$ cat config.mk
export PLATFORM = sky130hd
export DESIGN_NAME = dcx_ext_regs
export DESIGN_NICKNAME = d
export VERILOG_FILES = /design/src/design/dcx_ext_regs.v
export VERILOG_INCLUDE_DIRS = /design/src /design/src/design
export SDC_FILE = /design/constraint.sdc
export NUM_CORES = 1
export LEC_CHECK = 0
export BUFFER_PORTS_ARGS = -buffer_cell sky130_fd_sc_hd__buf_4
export CORE_MARGIN = 5
export CORE_UTILIZATION = 45
export CTS_CLUSTER_DIAMETER = 200
export DETAILED_ROUTE_END_ITERATION = 10
export HOLD_SLACK_MARGIN = 0.05
export PLACE_DENSITY = 0.72
export REMOVE_ABC_BUFFERS = 1
export SYNTH_ARGS = -nofsm -noshare
export SYNTH_HDL_FRONTEND = slang
export SYNTH_SLANG_ARGS = --single-unit
export TNS_END_PERCENT = 1
$ cat constraint.sdc
create_clock -name clock_in -period 1.3 [get_ports clock_in]
set_input_delay 0.065 -clock clock_in [delete_from_list [all_inputs] [get_ports clock_in]]
set_output_delay 0.065 -clock clock_in [all_outputs]
set_load 0.02 [all_outputs]
$ cat src/design/dcx_defs.vh
// Constants for the display controller extended configuration register bank
// Summary of operation
// Start register upper nibble gives cursor bits 19:16, lower nibble start bits 19:16.
// Hardware reset clears every auxiliary control bit.
// Aux bit 7 set gives zero write strobe setup, clear gives half clock.
// Aux bit 6 set gives 4 ns address setup, clear gives half clock.
// Aux bit 5 suppresses vertical sync, bit 0 suppresses horizontal sync.
// Aux bit 4 allows bus memory bursts; clear refuses them.
// Aux bit 3 maps subsystem enable port at 46E8, otherwise 3C3.
// Aux bit 2 floats all listed output pins.
// Aux bit 1 drives clock select line 2 of five.
// Overflow bit 7 enables interlaced odd-then-even line scanning.
// Overflow bit 6 selects secondary controller as vertical interrupt source.
// Overflow bit 5 lets external sync reset counters; tokens show interlace, even field.
// Overflow bits 4:0 are bit 10 of five vertical timing values.
// Overflow bits 3:0 ignore writes while protect bit is set.
// Mapped registers decode only when config bits 5 and 3 both set.
// Config bit 4 enables flat linear video memory map.
// Config bit 3 enables the three aperture buffers.
// Config bits 2:0 give refresh cycles per line; zero means none.
// Config bits 5:3 clear during sequencer synchronous reset.
// Config-2 bit 7 raises low threshold; bit 5 clear raises bandwidth use.
// Config-2 bit 3 selects 9-bit or 10-bit DRAM addresses.
// Config-2 bit 0 selects 32-bit or 16-bit memory data bus.
// Registers other than start and overflow accept writes only with key set.
// Reserved bits ignore writes and read zero.
`ifndef DCX_DEFS_VH
`define DCX_DEFS_VH
`define DCX_IDX_START 8'h33
`define DCX_IDX_AUX 8'h34
`define DCX_IDX_OVF 8'h35
`define DCX_IDX_CFG1 8'h36
`define DCX_IDX_CFG2 8'h37
`define DCX_AUX_RESET 8'h00
`define DCX_START_RESET 8'h00
`define DCX_OVF_RESET 8'h00
`define DCX_CFG1_RESET 8'h00
`define DCX_CFG2_RESET 8'h04
`define DCX_CFG1_MASK 8'h3F
`define DCX_CFG2_MASK 8'hED
`define DCX_OVF_PROT_MASK 8'h0F
`define DCX_CFG1_SYNC_CLR 8'hC7
`define DCX_AUX_WSTRB 7
`define DCX_AUX_ASETUP 6
`define DCX_AUX_VSDIS 5
`define DCX_AUX_BURST 4
`define DCX_AUX_PORTSEL 3
`define DCX_AUX_FLOAT 2
`define DCX_AUX_CS2 1
`define DCX_AUX_HSDIS 0
`define DCX_OVF_ILACE 7
`define DCX_OVF_IRQSEL 6
`define DCX_OVF_GENLOCK 5
`define DCX_CFG1_MMREG 5
`define DCX_CFG1_LINEAR 4
`define DCX_CFG1_APERT 3
`define DCX_CFG2_FIFOLO 7
`define DCX_CFG2_TEST 6
`define DCX_CFG2_FIFOHI 5
`define DCX_CFG2_ADDR9 3
`define DCX_CFG2_LATCH 2
`define DCX_CFG2_BUS32 0
`endif

$ cat src/design/dcx_ext_regs.v
// Extended configuration register bank of the display timing unit
`timescale 1ns/1ns
`include "dcx_defs.vh"
module dcx_ext_regs (
  input wire clock_in,
  input wire rst_in,
  input wire seq_sync_reset_n_in,
  input wire unlock_key_in,
  input wire timing_protect_in,
  input wire [7:0] index_in,
  input wire wr_en_in,
  input wire [7:0] wr_data_in,
  input wire rd_en_in,
  input wire vert_sync_in,
  input wire horiz_sync_in,
  input wire field_even_in,
  input wire [1:0] token_normal_in,
  output reg [7:0] rd_data_out,
  output reg rd_hit_out,
  output reg [3:0] cursor_addr_hi_out,
  output reg [3:0] start_addr_hi_out,
  output reg mem_write_strobe_zero_setup_out,
  output reg dram_addr_short_setup_out,
  output reg vertical_sync_out,
  output reg horizontal_sync_out,
  output reg burst_enable_out,
  output reg subsystem_enable_port_select_out,
  output reg output_float_control_out,
  output reg video_clock_select_bit2_out,
  output reg interlace_enable_out,
  output reg irq_source_secondary_out,
  output reg external_sync_reset_enable_out,
  output reg [4:0] vert_bit10_out,
  output reg [1:0] token_outputs_out,
  output reg mapped_regs_enable_out,
  output reg linear_map_enable_out,
  output reg aperture_buffer_enable_out,
  output reg [2:0] refresh_count_out,
  output reg refresh_enable_out,
  output reg fifo_low_raise_out,
  output reg fifo_high_normal_out,
  output reg test_mode_out,
  output reg data_latch_normal_out,
  output reg dram_addr_9bit_out,
  output reg mem_bus_32bit_out
);

  reg [7:0] start_q;
  reg [7:0] aux_q;
  reg [7:0] ovf_q;
  reg [7:0] cfg1_q;
  reg [7:0] cfg2_q;
  reg [7:0] ovf_d;
  reg [7:0] rd_d;
  reg hit_d;
  wire wr_start;
  wire wr_aux;
  wire wr_ovf;
  wire wr_cfg1;
  wire wr_cfg2;

  // Index match, used for both write and read decode
  function idx_is;
    input [7:0] idx;
    input [7:0] target;
    begin
      idx_is = (idx == target);
    end
  endfunction

  // Write strobes; keyed registers need the unlock key
  assign wr_start = wr_en_in && idx_is(index_in, `DCX_IDX_START);
  assign wr_ovf = wr_en_in && idx_is(index_in, `DCX_IDX_OVF);
  assign wr_aux = wr_en_in && unlock_key_in && idx_is(index_in, `DCX_IDX_AUX);
  assign wr_cfg1 = wr_en_in && unlock_key_in && idx_is(index_in, `DCX_IDX_CFG1);
  assign wr_cfg2 = wr_en_in && unlock_key_in && idx_is(index_in, `DCX_IDX_CFG2);

  // Overflow merge keeping protected timing bits
  always @* begin
    if (timing_protect_in) begin
      ovf_d = (wr_data_in & ~`DCX_OVF_PROT_MASK) | (ovf_q & `DCX_OVF_PROT_MASK);
    end else begin
      ovf_d = wr_data_in;
    end
  end

  // Register storage
  always @(posedge clock_in) begin
    if (rst_in) begin
      start_q <= `DCX_START_RESET;
      aux_q <= `DCX_AUX_RESET;
      ovf_q <= `DCX_OVF_RESET;
      cfg1_q <= `DCX_CFG1_RESET;
      cfg2_q <= `DCX_CFG2_RESET;
    end else begin
      if (wr_start) begin
        start_q <= wr_data_in;
      end
      if (wr_aux) begin
        aux_q <= wr_data_in;
      end
      if (wr_ovf) begin
        ovf_q <= ovf_d;
      end
      if (!seq_sync_reset_n_in) begin
        cfg1_q <= (wr_cfg1 ? (wr_data_in & `DCX_CFG1_MASK) : cfg1_q) & `DCX_CFG1_SYNC_CLR;
      end else if (wr_cfg1) begin
        cfg1_q <= wr_data_in & `DCX_CFG1_MASK;
      end
      if (wr_cfg2) begin
        cfg2_q <= wr_data_in & `DCX_CFG2_MASK;
      end
    end
  end

  // Read mux
  always @* begin
    rd_d = 8'h00;
    hit_d = 1'b1;
    if (idx_is(index_in, `DCX_IDX_START)) begin
      rd_d = start_q;
    end else if (idx_is(index_in, `DCX_IDX_AUX)) begin
      rd_d = aux_q;
    end else if (idx_is(index_in, `DCX_IDX_OVF)) begin
      rd_d = ovf_q;
    end else if (idx_is(index_in, `DCX_IDX_CFG1)) begin
      rd_d = cfg1_q;
    end else if (idx_is(index_in, `DCX_IDX_CFG2)) begin
      rd_d = cfg2_q;
    end else begin
      hit_d = 1'b0;
    end
  end

  // Registered read answer, one cycle after the read enable
  always @(posedge clock_in) begin
    if (rst_in) begin
      rd_data_out <= 8'h00;
      rd_hit_out <= 1'b0;
    end else if (rd_en_in) begin
      rd_data_out <= rd_d;
      rd_hit_out <= hit_d;
    end else begin
      rd_data_out <= 8'h00;
      rd_hit_out <= 1'b0;
    end
  end

  // Control outputs, registered from the register bank and from the sync, field and token inputs
  always @(posedge clock_in) begin
    if (rst_in) begin
      cursor_addr_hi_out <= 4'h0;
      start_addr_hi_out <= 4'h0;
      mem_write_strobe_zero_setup_out <= 1'b0;
      dram_addr_short_setup_out <= 1'b0;
      vertical_sync_out <= 1'b0;
      horizontal_sync_out <= 1'b0;
      burst_enable_out <= 1'b0;
      subsystem_enable_port_select_out <= 1'b0;
      output_float_control_out <= 1'b0;
      video_clock_select_bit2_out <= 1'b0;
      interlace_enable_out <= 1'b0;
      irq_source_secondary_out <= 1'b0;
      external_sync_reset_enable_out <= 1'b0;
      vert_bit10_out <= 5'h00;
      token_outputs_out <= 2'h0;
      mapped_regs_enable_out <= 1'b0;
      linear_map_enable_out <= 1'b0;
      aperture_buffer_enable_out <= 1'b0;
      refresh_count_out <= 3'h0;
      refresh_enable_out <= 1'b0;
      fifo_low_raise_out <= 1'b0;
      fifo_high_normal_out <= 1'b0;
      test_mode_out <= 1'b0;
      data_latch_normal_out <= 1'b1;
      dram_addr_9bit_out <= 1'b0;
      mem_bus_32bit_out <= 1'b0;
    end else begin
      cursor_addr_hi_out <= start_q[7:4];
      start_addr_hi_out <= start_q[3:0];
      mem_write_strobe_zero_setup_out <= aux_q[`DCX_AUX_WSTRB];
      dram_addr_short_setup_out <= aux_q[`DCX_AUX_ASETUP];
      vertical_sync_out <= vert_sync_in & ~aux_q[`DCX_AUX_VSDIS];
      horizontal_sync_out <= horiz_sync_in & ~aux_q[`DCX_AUX_HSDIS];
      burst_enable_out <= aux_q[`DCX_AUX_BURST];
      subsystem_enable_port_select_out <= aux_q[`DCX_AUX_PORTSEL];
      output_float_control_out <= aux_q[`DCX_AUX_FLOAT];
      video_clock_select_bit2_out <= aux_q[`DCX_AUX_CS2];
      interlace_enable_out <= ovf_q[`DCX_OVF_ILACE];
      irq_source_secondary_out <= ovf_q[`DCX_OVF_IRQSEL];
      external_sync_reset_enable_out <= ovf_q[`DCX_OVF_GENLOCK];
      vert_bit10_out <= ovf_q[4:0];
      // Gen-lock redefines the tokens as interlace and even field
      if (ovf_q[`DCX_OVF_GENLOCK]) begin
        token_outputs_out <= {ovf_q[`DCX_OVF_ILACE], field_even_in};
      end else begin
        token_outputs_out <= token_normal_in;
      end
      mapped_regs_enable_out <= cfg1_q[`DCX_CFG1_MMREG] & cfg1_q[`DCX_CFG1_APERT];
      linear_map_enable_out <= cfg1_q[`DCX_CFG1_LINEAR];
      aperture_buffer_enable_out <= cfg1_q[`DCX_CFG1_APERT];
      refresh_count_out <= cfg1_q[2:0];
      refresh_enable_out <= |cfg1_q[2:0];
      fifo_low_raise_out <= cfg2_q[`DCX_CFG2_FIFOLO];
      fifo_high_normal_out <= cfg2_q[`DCX_CFG2_FIFOHI];
      test_mode_out <= cfg2_q[`DCX_CFG2_TEST];
      data_latch_normal_out <= cfg2_q[`DCX_CFG2_LATCH];
      dram_addr_9bit_out <= cfg2_q[`DCX_CFG2_ADDR9];
      mem_bus_32bit_out <= cfg2_q[`DCX_CFG2_BUS32];
    end
  end

endmodule // dcx_ext_regs

==> flow_summary.toml, run 1 <==
[outcome]
outcome = "finished, final reports clean"

[logic_synthesis]
yosys-top-cells-area = "dfxtp_1, mux2i_1, nor2b_1, nand2_1, o21ai_0"
yosysSeqAreaShare_pct = 56.5
syn_inst = 283
synthDistinctLibCells = 34
yosysTopAreaCellShare_pct = 56.5
synthesis.area_um2 = 2980
syn_area_per_cell_um2 = 10.5
yosysWarnings = 0
yosys_register_bits = 84
synth_top_cell_by_area = "dfxtp_1"

[clocking]
cts_buffers = 9
clock-sinks = 84
clk_latency_ps = 350
cts_setup_buffers = 0
ctsResizeCount = 0
ctsHoldBuffers = 10
cts.htree.levels = 3
clk_pin_slew_worst_paths_ps = 80
cts_root_buf = "clkbuf_8"
cts_tree = "yes"
clockBufferDepth = 2

[worst_hold_path]
worst_hold_path_type = "input pin to flip-flop"
min-delay-start = "wr_data_in[1]"

[sta]
slew_headroom_pct = 69.6
min_period_ps = 1070
max_freq_ghz = 0.930
finalCritPeriodShare_pct = 82.7
hold_viol = 0
finClkSkew_ps = 6.59
drv_slew = 0
finalSetupViolCount = 0
rsz0062_at_grt = "no"
worstMarginPinSlew_ps = 454

[place]
place_congestion = 0.866
io_buffers = 75
postPlaceCellArea_um2 = 3670
hpwl_mm = 5.26

[power]
powerDensity_nw_per_um2 = 1170
finalPower_mw = 4.62
leakage_nw = 1.76
vdd_drop_max_v = 0.000759

[final_layout]
syn2layout_area_growth_pct = 33.0
final_area_um2 = 3960
nFillCells = 563
multi_input_area_um2 = 1210
seqCellArea_um2 = 1680
drive_above_1_share_pct = 30.9
antennaDiodeCount = 0
nets = 409

[floorplanning]
start_util_pct = 46.6
ios = 76
die_w_um = 91.3
rows = 29
die_height_um = 91.3
die-area_um2 = 8340
coreArea_um2 = 6390

[routing]
dr.first_iter.drc_count = 108
drtPass1Iterations = 4
ant_nets = 0
wire_per_inst_um = 15.5
viasPerCell = 4.94
route.detailed.drc = 0
routed_wirelength_mm = 7.14
vias = 2282

[grt]
antenna_found_initial = 0
grt_pass1_wl_mm = 11.5
grt_usage_pct = 17.4
grt_max_degree = 37
grt_pass1_vias = 2233
overflow = 0

[critical_path]
crit_type = "flip-flop to flip-flop"
cp_data_required_time_ps = 1530
worstPathMaxFanout = 3
startpoint_type = "flip-flop"
critPathCaptureType = "flip-flop"
setup.worst_path.start = "ovf_q[7]"
crit_arrival_ps = 1310
r2r-start = "ovf_q[7]"

[flow_run]
maxCapViolCount = 0
metal layers:
metal	GRT usage (%)	routed length [µm]	vias up
met1	23.0	3430	1052
met4	7.46	118	0
met3	5.12	387	12
met2	26.6	3210	66
li1	-	-	1152
met5	0	0	-
layout by cell type, fill, tap and decap left out, types with 2 or more instances in the layout:
cell / synthesis / final
and2_1: 3 / 3
nand4b_1: 2 / 2
mux2_2: 2 / 2
nor2_1: 14 / 14
nand2b_1: 14 / 14
a21oi_1: 9 / 9
inv_1: 5 / 5
nand3b_1: 3 / 3
buf_4: 1 / 88
and4b_1: 3 / 3
nor2b_1: 30 / 30
dlygate4sd3_1: 0 / 10
clkbuf_8: 0 / 13
mux2i_1: 19 / 19
o22ai_1: 4 / 4
o211a_1: 2 / 2
nor4b_4: 2 / 2
o21ai_0: 21 / 21
nand2_1: 32 / 32
dfxtp_1: 84 / 84
nand4_1: 2 / 2
nor3b_1: 2 / 2
nor3_1: 3 / 3
o21ai_2: 7 / 7
area by class of cell:
| cell class | count | share of cell area, % |
|---|---|---|
| Clock buffer | 14 | 4.62 |
| Clock inverter | 1 | 0.126 |
| Tap cell | 77 | 2.43 |
| Sequential cell | 84 | 42.5 |
| Inverter | 5 | 0.474 |
| Timing Repair Buffer | 98 | 19.2 |
| Multi-Input combinational cell | 183 | 30.6 |
critical path: stages (launching register included):
cell     delay (ps)
dfxtp_1         330
mux2_2          270
a22o_1          240
nand2_1          70
a21oi_1          60
Yosys cell counts (all sizes together):
master / instances
o211a: 2
a22o: 1
nand2: 32
and2: 4
o22ai: 4
a21oi: 9
a311oi: 1
mux2i: 19
buf: 5
nand3b: 4
nor3b: 2
nand2b: 14
inv: 5
and4b: 3
nand4b: 3
clkbuf: 6
nor4b: 2
dfxtp: 84
nor2: 15
nand4: 3
nand3: 1
or3: 1
mux2: 2
o21ai: 28
nor2b: 30
nor3: 3
sequential cells by signal, summed over array words and instances (netlist names), 2 cells and up:
name	cells
rd_data_out	8
cfg2_q	6
refresh_count_out	3
start_q	8
vert_bit10_out	5
aux_q	8
ovf_q	8
token_outputs_out	2
cfg1_q	6
cursor_addr_hi_out	4
start_addr_hi_out	4
worst paths after layout:
path | endpoint | cells after the start | slack (ps)
setup / recovery | rd_data_out[7] | 4 | 230
hold / removal | aux_q[1] | 3 | 60
setup reg to reg | rd_data_out[7] | 4 | 230
hold reg to reg | horizontal_sync_out | 1 | 470
power breakdown:
group	switching [mW]	total (mW)	internal, mW
Clock	0.861	1.75	0.892
Combinational	0.143	0.283	0.140
Sequential	0.00231	2.58	2.58
Total	1.01	4.62	3.61
per-stage QoR:
step                hold slack [ps]  std cells  worst slack (ps)  TNS, ps  utilization [%]
floorplan                       137        272               241        0                -
global placement                295        437             -57.6     -418             57.5
detailed placement              304        437              -108     -755             57.5
CTS                            55.5        462               211        0             62.0
global route                   77.3        462              48.1        0             62.0
finish                         64.4        462               225        0             62.0
kinds of logic after synthesis:
| logic type | synth area share (%) |
|---|---|
| simple gates | 24.4 |
| buf+inv | 2.73 |
| compound gates | 9.21 |
| mux | 7.15 |
| flops | 56.5 |
(Power assumes the default switching activity.)
==> run 2, diff against run 1 <==
--- a/config.mk
+++ b/config.mk
@@ -6,6 +6,7 @@
 export SDC_FILE = /design/constraint.sdc
 export NUM_CORES = 1
 export LEC_CHECK = 0
+export ABC_AREA = 1
 export BUFFER_PORTS_ARGS = -buffer_cell sky130_fd_sc_hd__buf_4
 export CORE_MARGIN = 5
 export CORE_UTILIZATION = 45
==> constraint.sdc (replaced) <==
create_clock -name clock_in -period 1.1 [get_ports clock_in]
set_input_delay 0.055 -clock clock_in [delete_from_list [all_inputs] [get_ports clock_in]]
set_output_delay 0.055 -clock clock_in [all_outputs]
set_load 0.02 [all_outputs]
==> flow_summary.toml, run 2 <==
[outcome]
outcome = "finished, final reports clean"

[place]
hpwl_mm = 5.57
place_congestion = 0.923
dp.cells = 552
io_buffers = 75

[routing]
viasPerCell = 4.83
wire_per_inst_um = 13.4
ant_nets = 0
route.detailed.drc = 0
vias = 2816
dr.first_iter.drc_count = 174
drtPass1Iterations = 5
routed_wirelength_mm = 7.81

[sta]
finalCritPeriodShare_pct = 87.6
worstMarginPinSlew_ps = 311
drv_slew = 0
slew_headroom_pct = 79.2
tns_ps = 0
rsz0062_at_grt = "no"
min_period_ps = 963
finalSetupViolCount = 0
hold_viol = 0
max_freq_ghz = 1.04
finClkSkew_ps = 8.78

[logic_synthesis]
synth_fa_ha_area_share_pct = 0
yosysTopAreaCellShare_pct = 54.4
yosysSeqAreaShare_pct = 54.4
synth_compound_area_share_pct = 10.3
async_flop_share_pct = 0
muxShareOfSynthArea_pct = 0
synth-main-ff-cell = "dfxtp_1"
yosys-top-cells-area = "dfxtp_1, nor2_1, nand2_1, inv_1, nand3_1"
yosys.area_share.simple_pct = 26.4
syn_inst = 390
synth_top_family_by_area = "simple AND/OR/NAND/NOR gates"
syn_area_per_cell_um2 = 7.93
synth_xor_area_share_pct = 0
synth_edf_count = 0
synthesis.area_um2 = 3090
yosysWarnings = 0
synth_top_cell_by_area = "dfxtp_1"
post-synth-top-count-cell = "dfxtp_1"
yosys_register_bits = 84
netlist_top_cells_count = "dfxtp_1, nor2_1, nand2_1"
synthDistinctLibCells = 25

[critical_path]
startpoint_type = "input pin"
r2r-start = "cfg1_q[1]"
cp_data_required_time_ps = 1390
worstSetupEndpoint = "rd_data_out[1]"
setup.worst_path.start = "rd_en_in"
reg2reg_to = "rd_data_out[1]"
worstPathMaxFanout = 8
critPathCaptureType = "flip-flop"
r2r_cells = 6
crit_type = "input pin to flip-flop"
crit_arrival_ps = 1260
ff2ff_setup_slack_ps = 240

[floorplanning]
coreArea_um2 = 6760
rows = 30
die_height_um = 92.9
ios = 76
start_util_pct = 45.8
die_w_um = 92.9
die-area_um2 = 8630

[grt]
grt_busiest_layer = "met2"
grt_pass1_wl_mm = 13.0
use_met2_pct = 30.0
grt_pass1_vias = 2629
use_met3_pct = 5.04
overflow = 0
use_met1_pct = 25.9
antenna_found_initial = 0
grt_max_degree = 53
grt_usage_pct = 19.3

[clocking]
cts.htree.levels = 3
cts_buffers = 9
cts_tree = "yes"
clk_latency_ps = 360
clock-sinks = 84
clockBufferDepth = 2
ctsResizeCount = 0
clk_pin_slew_worst_paths_ps = 80
cts_root_buf = "clkbuf_8"

[power]
p_sw_mw = 1.32
power.share.switching_pct = 21.8
powerDensity_nw_per_um2 = 1420
vdd_drop_max_v = 0.000790
p_seq_share_pct = 50.5
finalPower_mw = 6.04
combPwrFrac_pct = 6.2
p_clk_share_pct = 43.3
intPower_mw = 4.73
leakage_nw = 1.92

[final_layout]
final_common_cell = "buf_4"
layout.cells.non_filler = 583
nFillCells = 600
layout_common_cells = "buf_4, dfxtp_1, nor2_1"
final_util_pct = 63.0
antennaDiodeCount = 0
drive_above_1_share_pct = 25.4
syn2layout_area_growth_pct = 37.7
nets = 526

[flow_run]
maxCapViolCount = 0

[worst_hold_path]
worst_hold_path_type = "input pin to flip-flop"
run 2: cell count changes after synthesis, sizes merged, moves of 14 or more:
cell / before / now
nor2: 15 / 73
inv: 5 / 50
nand3: 1 / 37
nand2: 32 / 62
nor2b: 30 / 0
a21oi: 9 / 31
mux2i: 19 / 0
nand2b: 14 / 0
run 2: how the worst min path moves through the flow:
stage | from | endpoint | slack, ps | depth (start not counted)
4_1_cts | rst_in | rd_hit_out | 50 | 4
3_5_place_dp | horiz_sync_in | horizontal_sync_out | 290 | 3
2_1_floorplan | rst_in | aux_q[0] | 120 | 1
3_3_place_gp | horiz_sync_in | horizontal_sync_out | 280 | 3
6_report | rst_in | rd_hit_out | 50 | 4
5_1_grt | rst_in | rd_hit_out | 80 | 4
run 2: through the flow:
step | instance area (µm²) | hold WS, ps | setup WS (ps)
finish | 4260 | 50.7 | 137
global route | 4260 | 82.5 | 59.1
CTS | 4260 | 48.1 | 157
detailed placement | 3870 | 287 | -141
global placement | 3870 | 278 | -89.7
floorplan | 3000 | 124 | -57.8
run 2: metal layers:
metal	share of wire (%)	up-vias	routed length [µm]
met5	0	-	0
met4	1.6	0	125
met3	6.4	11	500
met2	47	102	3670
met1	45	1261	3510
li1	-	1442	-
run 2: power by group through the flow:
stage          combinational, mW  clock [mW]  sequential (mW)
4_1_cts                    0.374        2.66             3.05
5_1_grt                    0.410        2.80             3.05
6_report                   0.375        2.61             3.05
3_3_place_gp               0.328           0             3.12
3_5_place_dp               0.331           0             3.12
2_1_floorplan             0.0991           0             3.14
run 2: kinds of logic (layout without fill, tap and decap cells):
logic type             Yosys count  count (layout)
AND/OR/NAND/NOR                178             178
buffers and inverters           65             178
flip-flops                      84              84
AO/OA/AOI/OAI                   63              63
run 2: repair_timing:
action	4_1_cts	5_1_grt
hold endpoints to repair	40	0
setup buffers	0	0
hold buffers	15	0
run 2: area by class of cell:
class / count / area (µm²) / area share (%)
clock buffer: 9 / 124 / 2.91
clock inverter: 7 / 114 / 2.67
inverter: 50 / 188 / 4.41
multi-input combinational: 241 / 1130 / 26.7
sequential: 84 / 1680 / 39.5
tap: 80 / 100 / 2.35
timing repair buffer: 112 / 916 / 21.5
run 2: worst max-delay path, stage by stage:
cell	delay, ps
dlygate4sd3_1	530
buf_4	100
nand2_1	70
inv_1	210
o21ai_0	170
nor2_1	130
